===== config.mk =====
export PLATFORM = sky130hd
export DESIGN_NAME = scif_top
export DESIGN_NICKNAME = d
export VERILOG_FILES = /design/src/scif_pkg.sv /design/src/scif_uart_rx.sv /design/src/scif_top.sv
export SDC_FILE = /design/constraint.sdc
export NUM_CORES = 1
export LEC_CHECK = 0
export BUFFER_PORTS_ARGS = -buffer_cell sky130_fd_sc_hd__buf_2
export CAP_MARGIN = 20
export CORE_MARGIN = 2
export CORE_UTILIZATION = 45
export DETAILED_ROUTE_END_ITERATION = 10
export PLACE_DENSITY_LB_ADDON = 0.05
export SLEW_MARGIN = 30
export SYNTH_ARGS = -nofsm -noshare
export SYNTH_HDL_FRONTEND = slang
export SYNTH_SLANG_ARGS = --single-unit

===== constraint.sdc =====
create_clock -name ref_clk_i -period 4.05 [get_ports ref_clk_i]
set_clock_uncertainty 0.05 [all_clocks]
set_input_delay 0.405 -clock ref_clk_i [delete_from_list [all_inputs] [get_ports ref_clk_i]]
set_output_delay 0.405 -clock ref_clk_i [all_outputs]
set_load 0.01 [all_outputs]

===== src/scif_pkg.sv =====
// Shared constants for the instrument-side spacecraft signal interface.
// Assumes one 200 MHz system clock and inputs already synchronous to it.
package scif_pkg;

    // ------------------------------------------------------------------
    // System clock and serial link timing
    // ------------------------------------------------------------------
    localparam int unsigned CLK_HZ = 200_000_000;
    localparam int unsigned BAUD_RATE = 38_400;
    // One bit time in clock cycles, rounded down (about 0.006 % fast).
    localparam int unsigned BIT_CYCLES_DEF = CLK_HZ / BAUD_RATE;
    localparam int unsigned BIT_CNT_W = 13;
    localparam int unsigned DATA_BITS = 8;
    localparam logic [2:0] LAST_DATA_BIT = 3'h7;
    localparam int unsigned FRAME_BITS = 11;
    localparam logic [3:0] LAST_FRAME_BIT = 4'hA;

    // ------------------------------------------------------------------
    // Time base
    // ------------------------------------------------------------------
    localparam int unsigned FAST_TIME_CLOCK_RATE = 1_048_576;
    localparam int unsigned SUBSEC_W = 20;
    localparam logic [SUBSEC_W-1:0] SUBSEC_LAST = 20'hFFFFF;
    localparam logic [SUBSEC_W-1:0] SUBSEC_RST = 20'h00000;
    localparam int unsigned SEC_W = 32;
    localparam logic [SEC_W-1:0] SEC_RST = 32'h00000000;

endpackage : scif_pkg


===== src/scif_uart_rx.sv =====
// Command line receiver: start, eight data bits LSB first, even parity, stop.
// Assumes the serial input is idle high and synchronous to the clock.
`timescale 1ns/1ps
module scif_uart_rx #(
    parameter logic [12:0] BIT_CYCLES = 13'h1458
) (
    input wire logic ref_clk_i,
    input wire logic rstn_i,
    input wire logic soft_rst_i,
    input wire logic rx_i,
    output logic [7:0] byte_o,
    output logic valid_o,
    output logic parity_err_o,
    output logic frame_err_o
);
    import scif_pkg::*;

    typedef enum logic [2:0] {RX_IDLE, RX_START, RX_DATA, RX_PARITY, RX_STOP} scif_rx_state_t;

    scif_rx_state_t state_r, state_nxt;
    logic [12:0] cnt_r, cnt_nxt;
    logic [2:0] bitn_r, bitn_nxt;
    logic [7:0] shift_r, shift_nxt;
    logic par_r, par_nxt;
    logic done_w;
    logic stop_now_w;
    logic [12:0] half_w;

    // ------------------------------------------------------------------
    // Bit timing decode
    // ------------------------------------------------------------------
    // Sampling at mid-bit tolerates clock error on either side equally.
    assign done_w = (cnt_r == 13'h0000);
    assign half_w = BIT_CYCLES >> 1;
    assign stop_now_w = (state_r == RX_STOP) && done_w;

    // Next-state logic for the frame walk.
    always_comb begin
        state_nxt = state_r;
        cnt_nxt = done_w ? cnt_r : cnt_r - 13'h0001;
        bitn_nxt = bitn_r;
        shift_nxt = shift_r;
        par_nxt = par_r;
        unique case (state_r)
            RX_IDLE: begin
                if (!rx_i) begin
                    state_nxt = RX_START;
                    cnt_nxt = half_w - 13'h0001;
                end
            end
            RX_START: begin
                // A start bit that is gone at mid-bit was a glitch.
                if (done_w) begin
                    state_nxt = rx_i ? RX_IDLE : RX_DATA;
                    cnt_nxt = BIT_CYCLES - 13'h0001;
                    bitn_nxt = 3'h0;
                end
            end
            RX_DATA: begin
                if (done_w) begin
                    shift_nxt = {rx_i, shift_r[7:1]};
                    cnt_nxt = BIT_CYCLES - 13'h0001;
                    bitn_nxt = bitn_r + 3'h1;
                    if (bitn_r == LAST_DATA_BIT) begin
                        state_nxt = RX_PARITY;
                    end
                end
            end
            RX_PARITY: begin
                if (done_w) begin
                    par_nxt = rx_i;
                    cnt_nxt = BIT_CYCLES - 13'h0001;
                    state_nxt = RX_STOP;
                end
            end
            RX_STOP: begin
                if (done_w) begin
                    state_nxt = RX_IDLE;
                end
            end
        endcase
    end

    // State registers; the soft reset puts the receiver back to idle.
    always_ff @(posedge ref_clk_i or negedge rstn_i) begin
        if (!rstn_i) begin
            state_r <= RX_IDLE;
            cnt_r <= 13'h0000;
            bitn_r <= 3'h0;
            shift_r <= 8'h00;
            par_r <= 1'b0;
        end else if (soft_rst_i) begin
            state_r <= RX_IDLE;
            cnt_r <= 13'h0000;
            bitn_r <= 3'h0;
            shift_r <= 8'h00;
            par_r <= 1'b0;
        end else begin
            state_r <= state_nxt;
            cnt_r <= cnt_nxt;
            bitn_r <= bitn_nxt;
            shift_r <= shift_nxt;
            par_r <= par_nxt;
        end
    end

    // Byte delivery with its error flags, all registered.
    always_ff @(posedge ref_clk_i or negedge rstn_i) begin
        if (!rstn_i) begin
            byte_o <= 8'h00;
            valid_o <= 1'b0;
            parity_err_o <= 1'b0;
            frame_err_o <= 1'b0;
        end else begin
            valid_o <= stop_now_w && !soft_rst_i;
            if (stop_now_w && !soft_rst_i) begin
                byte_o <= shift_r;
                parity_err_o <= (^shift_r) ^ par_r;
                frame_err_o <= !rx_i;
            end
        end
    end

endmodule // scif_uart_rx


===== src/scif_top.sv =====
// Instrument-side time base, reset, safe mode and low-speed serial links.
// Assumes every input is synchronous to ref_clk_i; the fast time clock and
// the seconds tick are sampled as ordinary inputs at 200 MHz.
`timescale 1ns/1ps

module scif_top #(
    parameter logic [12:0] BIT_CYCLES = 13'(scif_pkg::BIT_CYCLES_DEF)
) (
    input wire logic ref_clk_i,
    input wire logic rstn_i,
    input wire logic sec_tick_i,
    input wire logic fast_clk_i,
    input wire logic sc_reset_i,
    input wire logic safe_req_i,
    input wire logic safe_exit_i,
    input wire logic science_req_i,
    input wire logic time_load_i,
    input wire logic [scif_pkg::SEC_W-1:0] time_load_sec_i,
    input wire logic cmd_rx_i,
    input wire logic tlm_valid_i,
    input wire logic [7:0] tlm_data_i,
    output logic tlm_ready_o,
    output logic tlm_tx_o,
    output logic [7:0] cmd_byte_o,
    output logic cmd_valid_o,
    output logic cmd_parity_err_o,
    output logic cmd_frame_err_o,
    output logic [scif_pkg::SEC_W-1:0] seconds_o,
    output logic [scif_pkg::SUBSEC_W-1:0] subsec_o,
    output logic time_mark_o,
    output logic tick_count_err_o,
    output logic safe_mode_o,
    output logic cooler_power_en_o,
    output logic science_en_o
);
    import scif_pkg::*;

    typedef enum logic {TX_IDLE, TX_SEND} scif_tx_state_t;

    // ------------------------------------------------------------------
    // Time base
    // ------------------------------------------------------------------
    logic fast_q_r;
    logic fast_rise_w;
    logic mark_w;
    logic [SUBSEC_W-1:0] subsec_r;
    logic [SEC_W-1:0] seconds_r;
    logic load_pend_r;
    logic [SEC_W-1:0] load_val_r;
    logic [SEC_W-1:0] seconds_nxt;

    // The tick is one fast half period wide, so it always straddles exactly
    // one fast rising edge; that edge alone is the second.
    assign fast_rise_w = fast_clk_i && !fast_q_r;
    assign mark_w = fast_rise_w && sec_tick_i;
    assign seconds_nxt = load_pend_r ? load_val_r : seconds_r + 32'h00000001;

    // Edge history of the fast time clock.
    always_ff @(posedge ref_clk_i or negedge rstn_i) begin
        if (!rstn_i) begin
            fast_q_r <= 1'b0;
        end else begin
            fast_q_r <= fast_clk_i;
        end
    end

    // Subsecond counter wraps on each mark; seconds advance or take the load.
    always_ff @(posedge ref_clk_i or negedge rstn_i) begin
        if (!rstn_i) begin
            subsec_r <= SUBSEC_RST;
            seconds_r <= SEC_RST;
            time_mark_o <= 1'b0;
            tick_count_err_o <= 1'b0;
        end else if (sc_reset_i) begin
            subsec_r <= SUBSEC_RST;
            seconds_r <= SEC_RST;
            time_mark_o <= 1'b0;
            tick_count_err_o <= 1'b0;
        end else begin
            time_mark_o <= mark_w;
            tick_count_err_o <= mark_w && (subsec_r != SUBSEC_LAST);
            if (mark_w) begin
                subsec_r <= SUBSEC_RST;
                seconds_r <= seconds_nxt;
            end else if (fast_rise_w) begin
                subsec_r <= subsec_r + 20'h00001;
            end
        end
    end

    // Pending time load; a new load in the mark cycle is kept, not lost.
    always_ff @(posedge ref_clk_i or negedge rstn_i) begin
        if (!rstn_i) begin
            load_pend_r <= 1'b0;
            load_val_r <= SEC_RST;
        end else if (sc_reset_i) begin
            load_pend_r <= 1'b0;
            load_val_r <= SEC_RST;
        end else if (time_load_i) begin
            load_pend_r <= 1'b1;
            load_val_r <= time_load_sec_i;
        end else if (mark_w) begin
            load_pend_r <= 1'b0;
        end
    end

    assign seconds_o = seconds_r;
    assign subsec_o = subsec_r;

    // ------------------------------------------------------------------
    // Safe mode
    // ------------------------------------------------------------------
    // The request is a level held for seconds, so one sample suffices; the
    // state latches so a short dip of the request changes nothing.
    always_ff @(posedge ref_clk_i or negedge rstn_i) begin
        if (!rstn_i) begin
            safe_mode_o <= 1'b0;
            cooler_power_en_o <= 1'b0;
            science_en_o <= 1'b0;
        end else if (sc_reset_i) begin
            safe_mode_o <= 1'b0;
            cooler_power_en_o <= 1'b0;
            science_en_o <= 1'b0;
        end else begin
            if (safe_req_i) begin
                safe_mode_o <= 1'b1;
            end else if (safe_exit_i) begin
                safe_mode_o <= 1'b0;
            end
            cooler_power_en_o <= !(safe_req_i || safe_mode_o);
            science_en_o <= science_req_i && !(safe_req_i || safe_mode_o);
        end
    end

    // ------------------------------------------------------------------
    // Command receiver
    // ------------------------------------------------------------------
    scif_uart_rx #(
        .BIT_CYCLES(BIT_CYCLES)
    ) u_cmd_rx (
        .ref_clk_i(ref_clk_i),
        .rstn_i(rstn_i),
        .soft_rst_i(sc_reset_i),
        .rx_i(cmd_rx_i),
        .byte_o(cmd_byte_o),
        .valid_o(cmd_valid_o),
        .parity_err_o(cmd_parity_err_o),
        .frame_err_o(cmd_frame_err_o)
    );

    // ------------------------------------------------------------------
    // Telemetry transmitter
    // ------------------------------------------------------------------
    scif_tx_state_t tx_state_r;
    logic [12:0] tx_cnt_r;
    logic [3:0] tx_bitn_r;
    logic [FRAME_BITS-1:0] tx_frame_r;
    logic tx_take_w;
    logic tx_bit_end_w;
    logic [FRAME_BITS-1:0] tx_load_w;

    // Frame is stop, even parity, data, start; shifted out LSB first.
    assign tx_load_w = {1'b1, ^tlm_data_i, tlm_data_i, 1'b0};
    assign tx_take_w = tlm_valid_i && tlm_ready_o;
    assign tx_bit_end_w = (tx_cnt_r == 13'h0000);

    // One byte in flight; ready stays low until its stop bit has ended.
    always_ff @(posedge ref_clk_i or negedge rstn_i) begin
        if (!rstn_i) begin
            tx_state_r <= TX_IDLE;
            tx_cnt_r <= 13'h0000;
            tx_bitn_r <= 4'h0;
            tx_frame_r <= '1;
            tlm_tx_o <= 1'b1;
            tlm_ready_o <= 1'b0;
        end else if (sc_reset_i) begin
            tx_state_r <= TX_IDLE;
            tx_cnt_r <= 13'h0000;
            tx_bitn_r <= 4'h0;
            tx_frame_r <= '1;
            tlm_tx_o <= 1'b1;
            tlm_ready_o <= 1'b0;
        end else begin
            unique case (tx_state_r)
                TX_IDLE: begin
                    tlm_ready_o <= !tx_take_w;
                    if (tx_take_w) begin
                        tx_state_r <= TX_SEND;
                        tx_frame_r <= tx_load_w >> 1;
                        tlm_tx_o <= tx_load_w[0];
                        tx_cnt_r <= BIT_CYCLES - 13'h0001;
                        tx_bitn_r <= 4'h0;
                    end
                end
                TX_SEND: begin
                    if (!tx_bit_end_w) begin
                        tx_cnt_r <= tx_cnt_r - 13'h0001;
                    end else if (tx_bitn_r == LAST_FRAME_BIT) begin
                        tx_state_r <= TX_IDLE;
                        tlm_tx_o <= 1'b1;
                        tlm_ready_o <= 1'b1;
                    end else begin
                        tlm_tx_o <= tx_frame_r[0];
                        tx_frame_r <= {1'b1, tx_frame_r[FRAME_BITS-1:1]};
                        tx_cnt_r <= BIT_CYCLES - 13'h0001;
                        tx_bitn_r <= tx_bitn_r + 4'h1;
                    end
                end
            endcase
        end
    end

endmodule // scif_top


==> results of run 1 <==
==> path summary, 6_finish.rpt <==
kind                        startpoint                end  slack (ps)  cells after the start
setup / recovery           tx_cnt_r[0]       tx_cnt_r[10]        1170                      7
hold / removal                  rstn_i       subsec_o[16]          20                      1
setup reg to reg           tx_cnt_r[0]       tx_cnt_r[10]        1170                      7
hold reg to reg            safe_mode_o  cooler_power_en_o         410                      1
max in group asynchronous       rstn_i      load_val_r[0]        2970                      2
min in group ref_clk_i      fast_clk_i           fast_q_r          90                      1
==> report_power, final <==
group          switching [mW]  internal, mW
Combinational           0.321         0.217
Clock                   0.686          1.04
Sequential             0.0903          1.70
Total                    1.10          2.97
==> registers in the layout (all words and copies together) (netlist names), 3 cells and up <==
signal            count
load_val_r           32
u_cmd_rx.state_r      3
tx_cnt_r             13
subsec_o             20
tx_frame_r           11
u_cmd_rx.cnt_r       13
seconds_o            32
u_cmd_rx.shift_r      8
u_cmd_rx.byte_o       8
tx_bitn_r             4
u_cmd_rx.bitn_r       3
==> routing by layer <==
layer,up-vias,wire (microns),global-route usage (%)
li1,3274,-,-
met1,3320,8988,27.32
met2,148,9892,35.49
met3,17,845,4.213
met4,0,235,6.380
met5,-,0,0
==> cell type report <==
type	instances	area [sq um]	share of cell area [%]
timing repair buffer	128	671.9	7.001
clock inverter	14	201.4	2.099
tap	229	286.5	2.986
inverter	21	78.83	0.8214
clock buffer	18	429.2	4.472
sequential	161	4044	42.14
multi-input combinational	615	3885	40.48
==> logic make-up (layout without fill, tap and decap cells) <==
| group | after synthesis | after routing | share of synthesized area, % |
|---|---|---|---|
| xor gates and xnor gates | 41 | 41 | 4.380 |
| DFF | 161 | 161 | 49.32 |
| muxes | 63 | 63 | 7.829 |
| buffers and inverters | 68 | 181 | 3.372 |
| adders and majority gates | 10 | 10 | 1.526 |
| AOI/OAI and AO/OA | 196 | 196 | 14.70 |
| and+or+nand+nor | 305 | 305 | 18.88 |
==> stage by stage <==
stage	setup WS [ps]	cells	hold slack (ps)	instance area (sq um)
floorplan	1748	844	59.41	8199
global placement	1242	1154	392.0	8959
detailed placement	1183	1154	401.4	8959
CTS	1187	1186	78.36	9589
global route	966.5	1186	86.77	9597
finish	1172	1186	24.89	9597
==> synth_stat cells, types with 6 or more instances <==
cell type,n,area share [%]
mux2i_1,54,6.6
ha_1,10,1.5
or3_1,11,0.84
o21ai_0,57,3.5
nand4_1,20,1.5
nor2_1,109,5.0
nand2b_1,9,0.69
and2_1,7,0.53
and3_1,8,0.61
a211oi_1,7,0.64
o22ai_1,9,0.69
xor2_1,19,2.0
clkbuf_1,33,1.5
dfstp_2,12,3.8
nand2_1,48,2.2
dfrtp_1,149,45
nand3_1,31,1.9
and4_1,7,0.75
a31oi_1,20,1.5
mux2_2,9,1.2
a22oi_1,11,1.0
xnor2_1,22,2.4
buf_1,6,0.27
nor4_1,10,0.76
a21oi_1,52,3.2
inv_1,21,0.96
nor3_1,20,1.2
==> results.md, run 1 <==
* Clk buf depth at 2
* Tot Pwr at 4.064 mW
* Async set or reset register ratio after synthesis at 100.0%
* PwrDens at 423.5 nW/um^2
* Synth warn at 0
* Area grow syn2layout at 17.05%
* Final nets at between 1k and 1.5k
* Post-CTS resize count at 0
* Initial cell density of the core at a little under half
* Synth cell types at 62
* # setup viols final at 0
* Die width at 139.0 microns
* Mapped Cells at roughly 840
* Core area at 17,900 sq um
* Crit path cell chain: inv_1 -> ha_1 -> or3b_1 -> nor4_4 -> a31oi_1 -> and2_1 -> a221o_1
* Most frequent cells in the layout: dfrtp_1, buf_2, nor2_1
* Leak pwr at 4.439 nW
* Critical Path Slowest Stage Cell: nor4_4
* RD Place Congestion at 0.8185
* Type of destination of the critical path: register
* Drt first pass iters at 5
* Ports at 121
* Status: finished clean
* Total congestion overflow at 0
* Worst EP arrival at between 3000 and 4000 ps
* Yosys reg bits at approximately 160
* Critical path launch point type: register
* Input/output buffers at 120
* Filler Cells Inserted at 1,639
* # DRC at 0
* CTS sink cnt at between 150 and 200
* Initial antenna violation count at 0
* Syn avg cell area at 9.715 sq um
* Maximum VDD drop at 0.4043 mV
* Most common cell after layout, fill and taps aside: dfrtp_1
* Period utilization at 71.07%
* Post-Syn Area at 8199 sq um
* Via count at 6,759
* Data required time at the worst endpoint at 4310 ps
* Final Core Density at 53.61%
* Post-CTS setup buffer count at 0
* Final Critical Period at 2878 ps
* RSZ-0062 raised after global routing: no
* Average wire per standard cell at 16.83 microns
* H-tree Lvls at 4
* Seq/Total Area, Yosys at between 40% and 50%
* Share of cells above drive strength 1 at 20.38%
* Post-DP HPWL at about 14 mm
* Fmax at 347.4 MHz
* Clock slew at reported path FFs at roughly 70 ps
* Slew Limit Fails at 0
* Height of the die at 139.0 microns
* EDFF count, synth at 0
* Worst-Skew Late Latency at 430 ps
* Measured slew at the worst slew-check pin at 864.4 ps
* CP peak stage delay at 630 ps
* Global Route Usage Sum at a little over a fifth
* Synthesized net count at 905
* Number of buffers and inverters on the critical path at 1
* Final wirelength at 19.96 mm
* Num rows at 49
* Via-to-Cell Ratio at roughly 5.7
* Setup Total Neg Slack at 0 ps
* Most used DFF post-synth: dfrtp_1
* Max cap viols at 0
* Critical path type: register to register
* N_diodes at 0
* First-pass GRT wire length at approximately 33 mm
* CTS root buf: clkbuf_16
* Min-Delay Path Class: input port to async pin
* CP top delay family: simple AND/OR/NAND/NOR gates
* Hold-fix buffers at CTS at 0
* Number of global-route vias before repair at 6,652
* 1st-iter DRT viols at ~440
* CTS tree: yes
* CP max FO at 13
* Die ar. at around 19,000 sq um
* Largest net degree at the start of global routing at 102
* Hold Fails Final Rpt at 0
* TritonCTS Buffers at 17
* Routed Antenna Nets at 0
* Worst slew margin at 41.90%
Power figures use the tool's default switching activity.
==> run 2: changes to the inputs <==
==> constraint.sdc (replaced) <==
create_clock -name ref_clk_i -period 3 [get_ports ref_clk_i]
set_clock_uncertainty 0.05 [all_clocks]
set_input_delay 0.3 -clock ref_clk_i [delete_from_list [all_inputs] [get_ports ref_clk_i]]
set_output_delay 0.3 -clock ref_clk_i [all_outputs]
set_load 0.01 [all_outputs]
==> run 2 against run 1 <==
Net effect:
- via count rose by 2.4%
- critical endpoint is now u_cmd_rx.shift_r[2]
- clock power rose by 20%
- global-route usage rose by 0.71 points
- core utilization rose by 0.41 points
- worst hold slack improved by 11 ps
- count of clock-buffer cells in the layout did not move
- non-clock buffer count rose by 17
- critical path depth rose by 1
- final area rose by 0.76%
- power rose by 30%
- routed wire length rose by 2.6%
- largest power group unchanged
- sequential cell count did not move
==> results.md, run 2 (synthesis gave the netlist of run 1 again) <==
* Type of destination of the critical path: register (unchanged)
* RSZ-0062 raised after global routing: no (unchanged)
* CTS tree: yes (unchanged)
* Ports at 121 (unchanged)
* Total congestion overflow at 0 (unchanged)
* Worst EP arrival at 2910 ps (was 3140 ps)
* Clock slew at reported path FFs at 70 ps (about the same)
* Share of cells above drive strength 1 at 21.36% (was 20.38%)
* Fmax at 375.3 MHz (was 347.4 MHz)
* Critical path launch point type: register (unchanged)
* Period utilization at 88.81% (was 71.07%)
* CP max FO at 11 (was 13)
* Crit path cell chain: inv_1 -> ha_1 -> nor4b_1 -> and3_1 -> inv_1 -> or3_1 -> mux2i_1 -> nor2_1 (was inv_1 -> ha_1 -> or3b_1 -> nor4_4 -> a31oi_1 -> and2_1 -> a221o_1)
* Setup Total Neg Slack at 0 ps (unchanged)
* Hold-fix buffers at CTS at 3 (was 0)
* Via-to-Cell Ratio at 5.752 (was 5.699)
* Filler Cells Inserted at 1,618 (was 1,639)
* Final Critical Period at 2664 ps (was 2878 ps)
* Worst slew margin at 56.29% (was 41.90%)
* # DRC at 0 (unchanged)
* # setup viols final at 0 (unchanged)
* Area grow syn2layout at 17.93% (was 17.05%)
* Reg area at 4044 sq um (unchanged)
* Measured slew at the worst slew-check pin at 653.2 ps (was 864.4 ps)
* Most frequent cells in the layout: dfrtp_1, buf_2, nor2_1 (unchanged)
* Num rows at 49 (unchanged)
* Worst-Skew Late Latency at 430 ps (about the same)
* Initial antenna violation count at 0 (unchanged)
* PwrDens at 544.3 nW/um^2 (was 423.5 nW/um^2)
* Global Route Usage Sum at 21.68% (was 20.97%)
* 1st-iter DRT viols at 542 (was 437)
* Height of the die at 139.0 microns (unchanged)
* RD Place Congestion at 0.8609 (was 0.8185)
* Max cap viols at 0 (unchanged)
* Via count at 6,920 (was 6,759)
* R2R setup slack at 340 ps (was 1170 ps)
* CTS root buf: clkbuf_16 (unchanged)
* H-tree Lvls at 4 (unchanged)
* CTS sink cnt at 161 (unchanged)
* First-pass GRT wire length at 34.30 mm (was 33.27 mm)
* Slew Limit Fails at 0 (unchanged)
* Die width at 139.0 microns (unchanged)
* Input/output buffers at 120 (unchanged)
* Final nets at 1,022 (was 1,005)
* Post-CTS resize count at 0 (unchanged)
* Leak pwr at 4.487 nW (was 4.439 nW)
* Largest net degree at the start of global routing at 67 (was 102)
* Drt first pass iters at 5 (unchanged)
* Maximum VDD drop at 0.4195 mV (was 0.4043 mV)
* PnR worst setup slack at 335.8 ps (was 1172 ps)
* TritonCTS Buffers at 17 (unchanged)
* Post-CTS setup buffer count at 0 (unchanged)
* Final wirelength at 20.47 mm (was 19.96 mm)
* Die ar. at 19,320 sq um (unchanged)
* Area occupied by multi-input gates at 3882 sq um (was 3885 sq um)
* N_diodes at 0 (unchanged)
* Initial cell density of the core at 45.80% (unchanged)
* Hold Fails Final Rpt at 0 (unchanged)
* Post-DP HPWL at 14.02 mm (was 13.55 mm)
* Data required time at the worst endpoint at 3250 ps (was 4310 ps)
* Status: finished clean (unchanged)
* Clk buf depth at 2 (unchanged)
* Critical path type: register to register (unchanged)
* Routed Antenna Nets at 0 (unchanged)
* Tot Pwr at 5.263 mW (was 4.064 mW)
* Most used cell, CP: inv_1
* Most common cell after layout, fill and taps aside: dfrtp_1 (unchanged)
* Min-Delay Path Class: input port to register (was input port to async pin)
* Critical Path Slowest Stage Cell: or3_1 (was nor4_4)
* Pre-CTS setup slack at 321.6 ps (was 1183 ps)
* Number of global-route vias before repair at 6,719 (was 6,652)
* Core area at 17,900 sq um (unchanged)
* CP peak stage delay at 580 ps (was 630 ps)
* Average wire per standard cell at 17.02 microns (was 16.83 microns)
## run 2: power breakdown
group          internal [mW]  leakage [nW]  switching (mW)
logic                  0.313          2.07           0.446
registers               2.30          2.15           0.125
clock network           1.15         0.269           0.924
## run 2: layout make-up
class | instances | share of cell area (%)
tap | 229 | 2.963
multi-input combinational | 615 | 40.15
inverter | 21 | 0.8152
clock inverter | 14 | 1.359
clock buffer | 18 | 4.438
timing repair buffer | 145 | 8.450
sequential | 161 | 41.82
## run 2: layer usage
| layer | wire [microns] | part of all wire, % | up-vias | GRT usage, % |
|---|---|---|---|---|
| met5 | 0 | 0 | - | 0 |
| met4 | 244 | 1.2 | 0 | 6.645 |
| met3 | 945 | 4.6 | 25 | 4.627 |
| met2 | 10130 | 49 | 182 | 36.61 |
| met1 | 9153 | 45 | 3414 | 28.15 |
| li1 | - | - | 3299 | - |
## run 2: through the flow
stage / utilization [%] / std cells / area [sq um] / hold slack, ps
finish: 54.01 / 1203 / 9669 / 35.86
global route: 54.01 / 1203 / 9669 / 15.48
CTS: 54.00 / 1203 / 9667 / 21.05
detailed placement: 50.70 / 1168 / 9076 / 311.5
global placement: 50.70 / 1168 / 9076 / 304.5
floorplan: - / 844 / 8199 / -45.59
## run 2: critical path, delay by kind of cell (launching register included)
| kind | cells | cell delay [ps] |
|---|---|---|
| buffers and inverters | 2 | 250 |
| multiplexers | 1 | 270 |
| AND/OR/NAND/NOR | 4 | 1410 |
| flip-flops | 1 | 410 |
| adder cells (fa/ha/maj) | 1 | 140 |
## run 2: final timing paths
path                              startpoint                  end  depth (start not counted)
max                        u_cmd_rx.cnt_r[0]  u_cmd_rx.shift_r[2]                          8
min                            science_req_i         science_en_o                          2
max reg2reg                u_cmd_rx.cnt_r[0]  u_cmd_rx.shift_r[2]                          8
min reg2reg                      safe_mode_o    cooler_power_en_o                          1
max in group asynchronous             rstn_i        tx_frame_r[2]                          3
min in group asynchronous             rstn_i         subsec_o[15]                          2
==> run 3: changes to the inputs <==
--- a/config.mk
+++ b/config.mk
@@ -10,7 +10,8 @@
 export CORE_MARGIN = 2
 export CORE_UTILIZATION = 45
 export DETAILED_ROUTE_END_ITERATION = 10
-export PLACE_DENSITY_LB_ADDON = 0.05
+export HOLD_SLACK_MARGIN = 0.05
+export PLACE_DENSITY = 0.67
 export SLEW_MARGIN = 30
 export SYNTH_ARGS = -nofsm -noshare
 export SYNTH_HDL_FRONTEND = slang
==> run 3 against run 2 <==
Net effect:
- core utilization is 0.47 points higher
- die area stayed put
- worst setup slack better by 89 ps
- count of clock-buffer cells in the layout increased by 1
- worst hold slack better by 37 ps
- sequential cell count is the same
- combinational power fell by 0.8%
- global-route usage down 0.79 points
- routed wire length fell by 3.1%
- clock power rose by 12%
- power rose by 4.6%
- critical endpoint is now u_cmd_rx.shift_r[7]
- via count fell by 2.0%
==> results.md, run 3 (synthesis gave the netlist of run 1 again) <==
* Max cap viols at 0 (unchanged)
* Slew Limit Fails at 0 (unchanged)
* Period utilization at 85.85% (was 88.81%)
* Number of buffers and inverters on the critical path at 2 (unchanged)
* Critical R2R Capture: u_cmd_rx.shift_r[7] (was u_cmd_rx.shift_r[2])
* Initial cell density of the core at 45.80% (unchanged)
* Routed Antenna Nets at 0 (unchanged)
* Drt first pass iters at 6 (was 5)
* Via count at 6,781 (was 6,920)
* R2R depth at 8 (unchanged)
* R2R setup slack at 420 ps (was 340 ps)
* PnR worst setup slack at 424.6 ps (was 335.8 ps)
* Clock Power Share at 42.4% (was 39.5%)
* Final wirelength at 19.84 mm (was 20.47 mm)
* CP max FO at 11 (unchanged)
* Sw Share at 26.35% (was 28.39%)
* CTS root buf: clkbuf_16 (unchanged)
* Reg2reg start: u_cmd_rx.cnt_r[0] (unchanged)
* Core area at 17,900 sq um (unchanged)
* RSZ-0062 raised after global routing: no (unchanged)
* N_diodes at 0 (unchanged)
* Ports at 121 (unchanged)
* Measured slew at the worst slew-check pin at 669.0 ps (was 653.2 ps)
* Status: finished clean (unchanged)
* Via-to-Cell Ratio at 5.632 (was 5.752)
* # DRC at 0 (unchanged)
* Clock slew at reported path FFs at 60 ps (was 70 ps)
* Final Critical Period at 2575 ps (was 2664 ps)
* Most frequent cells in the layout: dfrtp_1, buf_2, nor2_1 (unchanged)
* Min-Delay Path Class: input port to register (unchanged)
* Leak pwr at 4.525 nW (was 4.487 nW)
* Met2 WL at 9.547 mm (was 10.13 mm)
* Number of global-route vias before repair at 6,522 (was 6,719)
* Worst-Skew Late Latency at 420 ps (was 430 ps)
* First-pass GRT wire length at 33.18 mm (was 34.30 mm)
* CTS sink cnt at 161 (unchanged)
* TritonCTS Buffers at 17 (unchanged)
* RD Place Congestion at 0.8330 (was 0.8609)
* Post-CTS setup buffer count at 0 (unchanged)
* Post-DP HPWL at 13.39 mm (was 14.02 mm)
* Share of cells above drive strength 1 at 21.54% (was 21.36%)
* Pre-CTS setup slack at 310.7 ps (was 321.6 ps)
* Most common cell after layout, fill and taps aside: dfrtp_1 (unchanged)
* Total congestion overflow at 0 (unchanged)
* CTS tree: yes (unchanged)
* Type of destination of the critical path: register (unchanged)
* Die width at 139.0 microns (unchanged)
* Critical path type: register to register (unchanged)
* Input/output buffers at 120 (unchanged)
* Area grow syn2layout at 18.95% (was 17.93%)
* Met3 wire length at 785 microns (was 945 microns)
* NetSw at 1.450 mW (was 1.494 mW)
* Fmax at 388.3 MHz (was 375.3 MHz)
* 1st-iter DRT viols at 397 (was 542)
* Post-Route M1 WL at 9.277 mm (was 9.153 mm)
* Initial antenna violation count at 0 (unchanged)
* Clk buf depth at 2 (unchanged)
* Num rows at 49 (unchanged)
* CP peak stage delay at 580 ps (about the same)
* Average wire per standard cell at 16.48 microns (was 17.02 microns)
* Global Route Usage Sum at 20.89% (was 21.68%)
* Top Layer Used: met4 (unchanged)
* H-tree Lvls at 4 (unchanged)
* Crit path cell chain: inv_1 -> ha_1 -> nor4b_1 -> and3_2 -> inv_1 -> or3_1 -> mux2i_1 -> nor2_1 (was inv_1 -> ha_1 -> nor4b_1 -> and3_1 -> inv_1 -> or3_1 -> mux2i_1 -> nor2_1)
* Data required time at the worst endpoint at 3240 ps (was 3250 ps)
* Critical path launch point: u_cmd_rx.cnt_r[0] (unchanged)
* Comb pwr share at 13.7% (was 14.4%)
* Critical Path Slowest Stage Cell: or3_1 (unchanged)
* Worst slew margin at 55.03% (was 56.29%)
* Largest net degree at the start of global routing at 68 (was 67)
* Die ar. at 19,320 sq um (unchanged)
* CP top delay family: simple AND/OR/NAND/NOR gates (unchanged)
* Critical path launch point type: register (unchanged)
* Maximum VDD drop at 0.4954 mV (was 0.4195 mV)
* Part of the power in registers at 43.9% (was 46.1%)
* P_int at 4.054 mW (was 3.769 mW)
* Worst EP arrival at 2810 ps (was 2910 ps)
* Height of the die at 139.0 microns (unchanged)
* # setup viols final at 0 (unchanged)
* Final nets at 1,023 (was 1,022)
* Setup Total Neg Slack at 0 ps (unchanged)
* Hold Fails Final Rpt at 0 (unchanged)
* PwrDens at 564.4 nW/um^2 (was 544.3 nW/um^2)
* Filler Cells Inserted at 1,628 (was 1,618)
* CP Capture Point: u_cmd_rx.shift_r[7] (was u_cmd_rx.shift_r[2])
* Most used cell, CP: inv_1 (unchanged)
* WP depth at 8 (unchanged)
-- run 3: changes by cell type in the layout (fill, tap and decap cells not counted), sizes merged --
cell    delta
bufinv     +3
inv        -3
buf        +1
clkbuf     +1
clkinv     -1
-- run 3: power by group through the flow --
stage / combinational, mW / clock [mW] / sequential (mW)
2_1_floorplan: 0.539 / 0 / 2.43
3_3_place_gp: 0.742 / 0 / 2.45
3_5_place_dp: 0.754 / 0 / 2.45
4_1_cts: 0.761 / 2.37 / 2.42
5_1_grt: 0.852 / 2.48 / 2.44
6_report: 0.753 / 2.33 / 2.42
-- run 3: layout make-up --
cell class                 instances  area [sq um]  area share, %
clock buffer                      19         452.9          4.644
inverter                          21         78.83         0.8082
sequential                       161          4044          41.46
multi-input combinational        615          3884          39.82
timing repair buffer             146         824.5          8.454
clock inverter                    13         182.7          1.873
tap                              229         286.5          2.938
-- run 3: worst min-delay path, stage by stage --
cell,delay [ps]
buf_2,70
mux2i_1,50
nor2_1,80
-- run 3: worst min-delay path by stage --
stage	startpoint	slack [ps]	cells after the start	to
global route	time_load_sec_i[13]	80	3	load_val_r[13]
detailed placement	rstn_i	300	1	cooler_power_en_o
CTS	time_load_sec_i[15]	60	3	load_val_r[15]
global placement	rstn_i	300	1	science_en_o
floorplan	rstn_i	-50	0	cooler_power_en_o
finish	time_load_sec_i[12]	70	3	load_val_r[12]
-- run 3: routing by layer --
layer	GRT usage, %	vias up
li1	-	3305
met1	28.72	3327
met2	33.99	128
met3	4.213	21
met4	5.635	0
met5	0	-
-- run 3: what timing repair did --
action	CTS	global route
endpoints found under the hold margin	54	0
gates resized for setup	0	1
endpoints found under the setup margin	0	1
hold buffers	3	0
-- run 3: per-stage QoR --
step | cells | power (mW) | cell area, sq um | util [%] | hold slack, ps
CTS | 1204 | 5.551 | 9749 | 54.46 | 61.61
finish | 1204 | 5.505 | 9753 | 54.48 | 72.97
global route | 1204 | 5.765 | 9753 | 54.48 | 81.19
detailed placement | 1169 | 3.208 | 9084 | 50.74 | 304.8
global placement | 1169 | 3.194 | 9084 | 50.74 | 297.0
floorplan | 844 | 2.965 | 8199 | - | -45.59
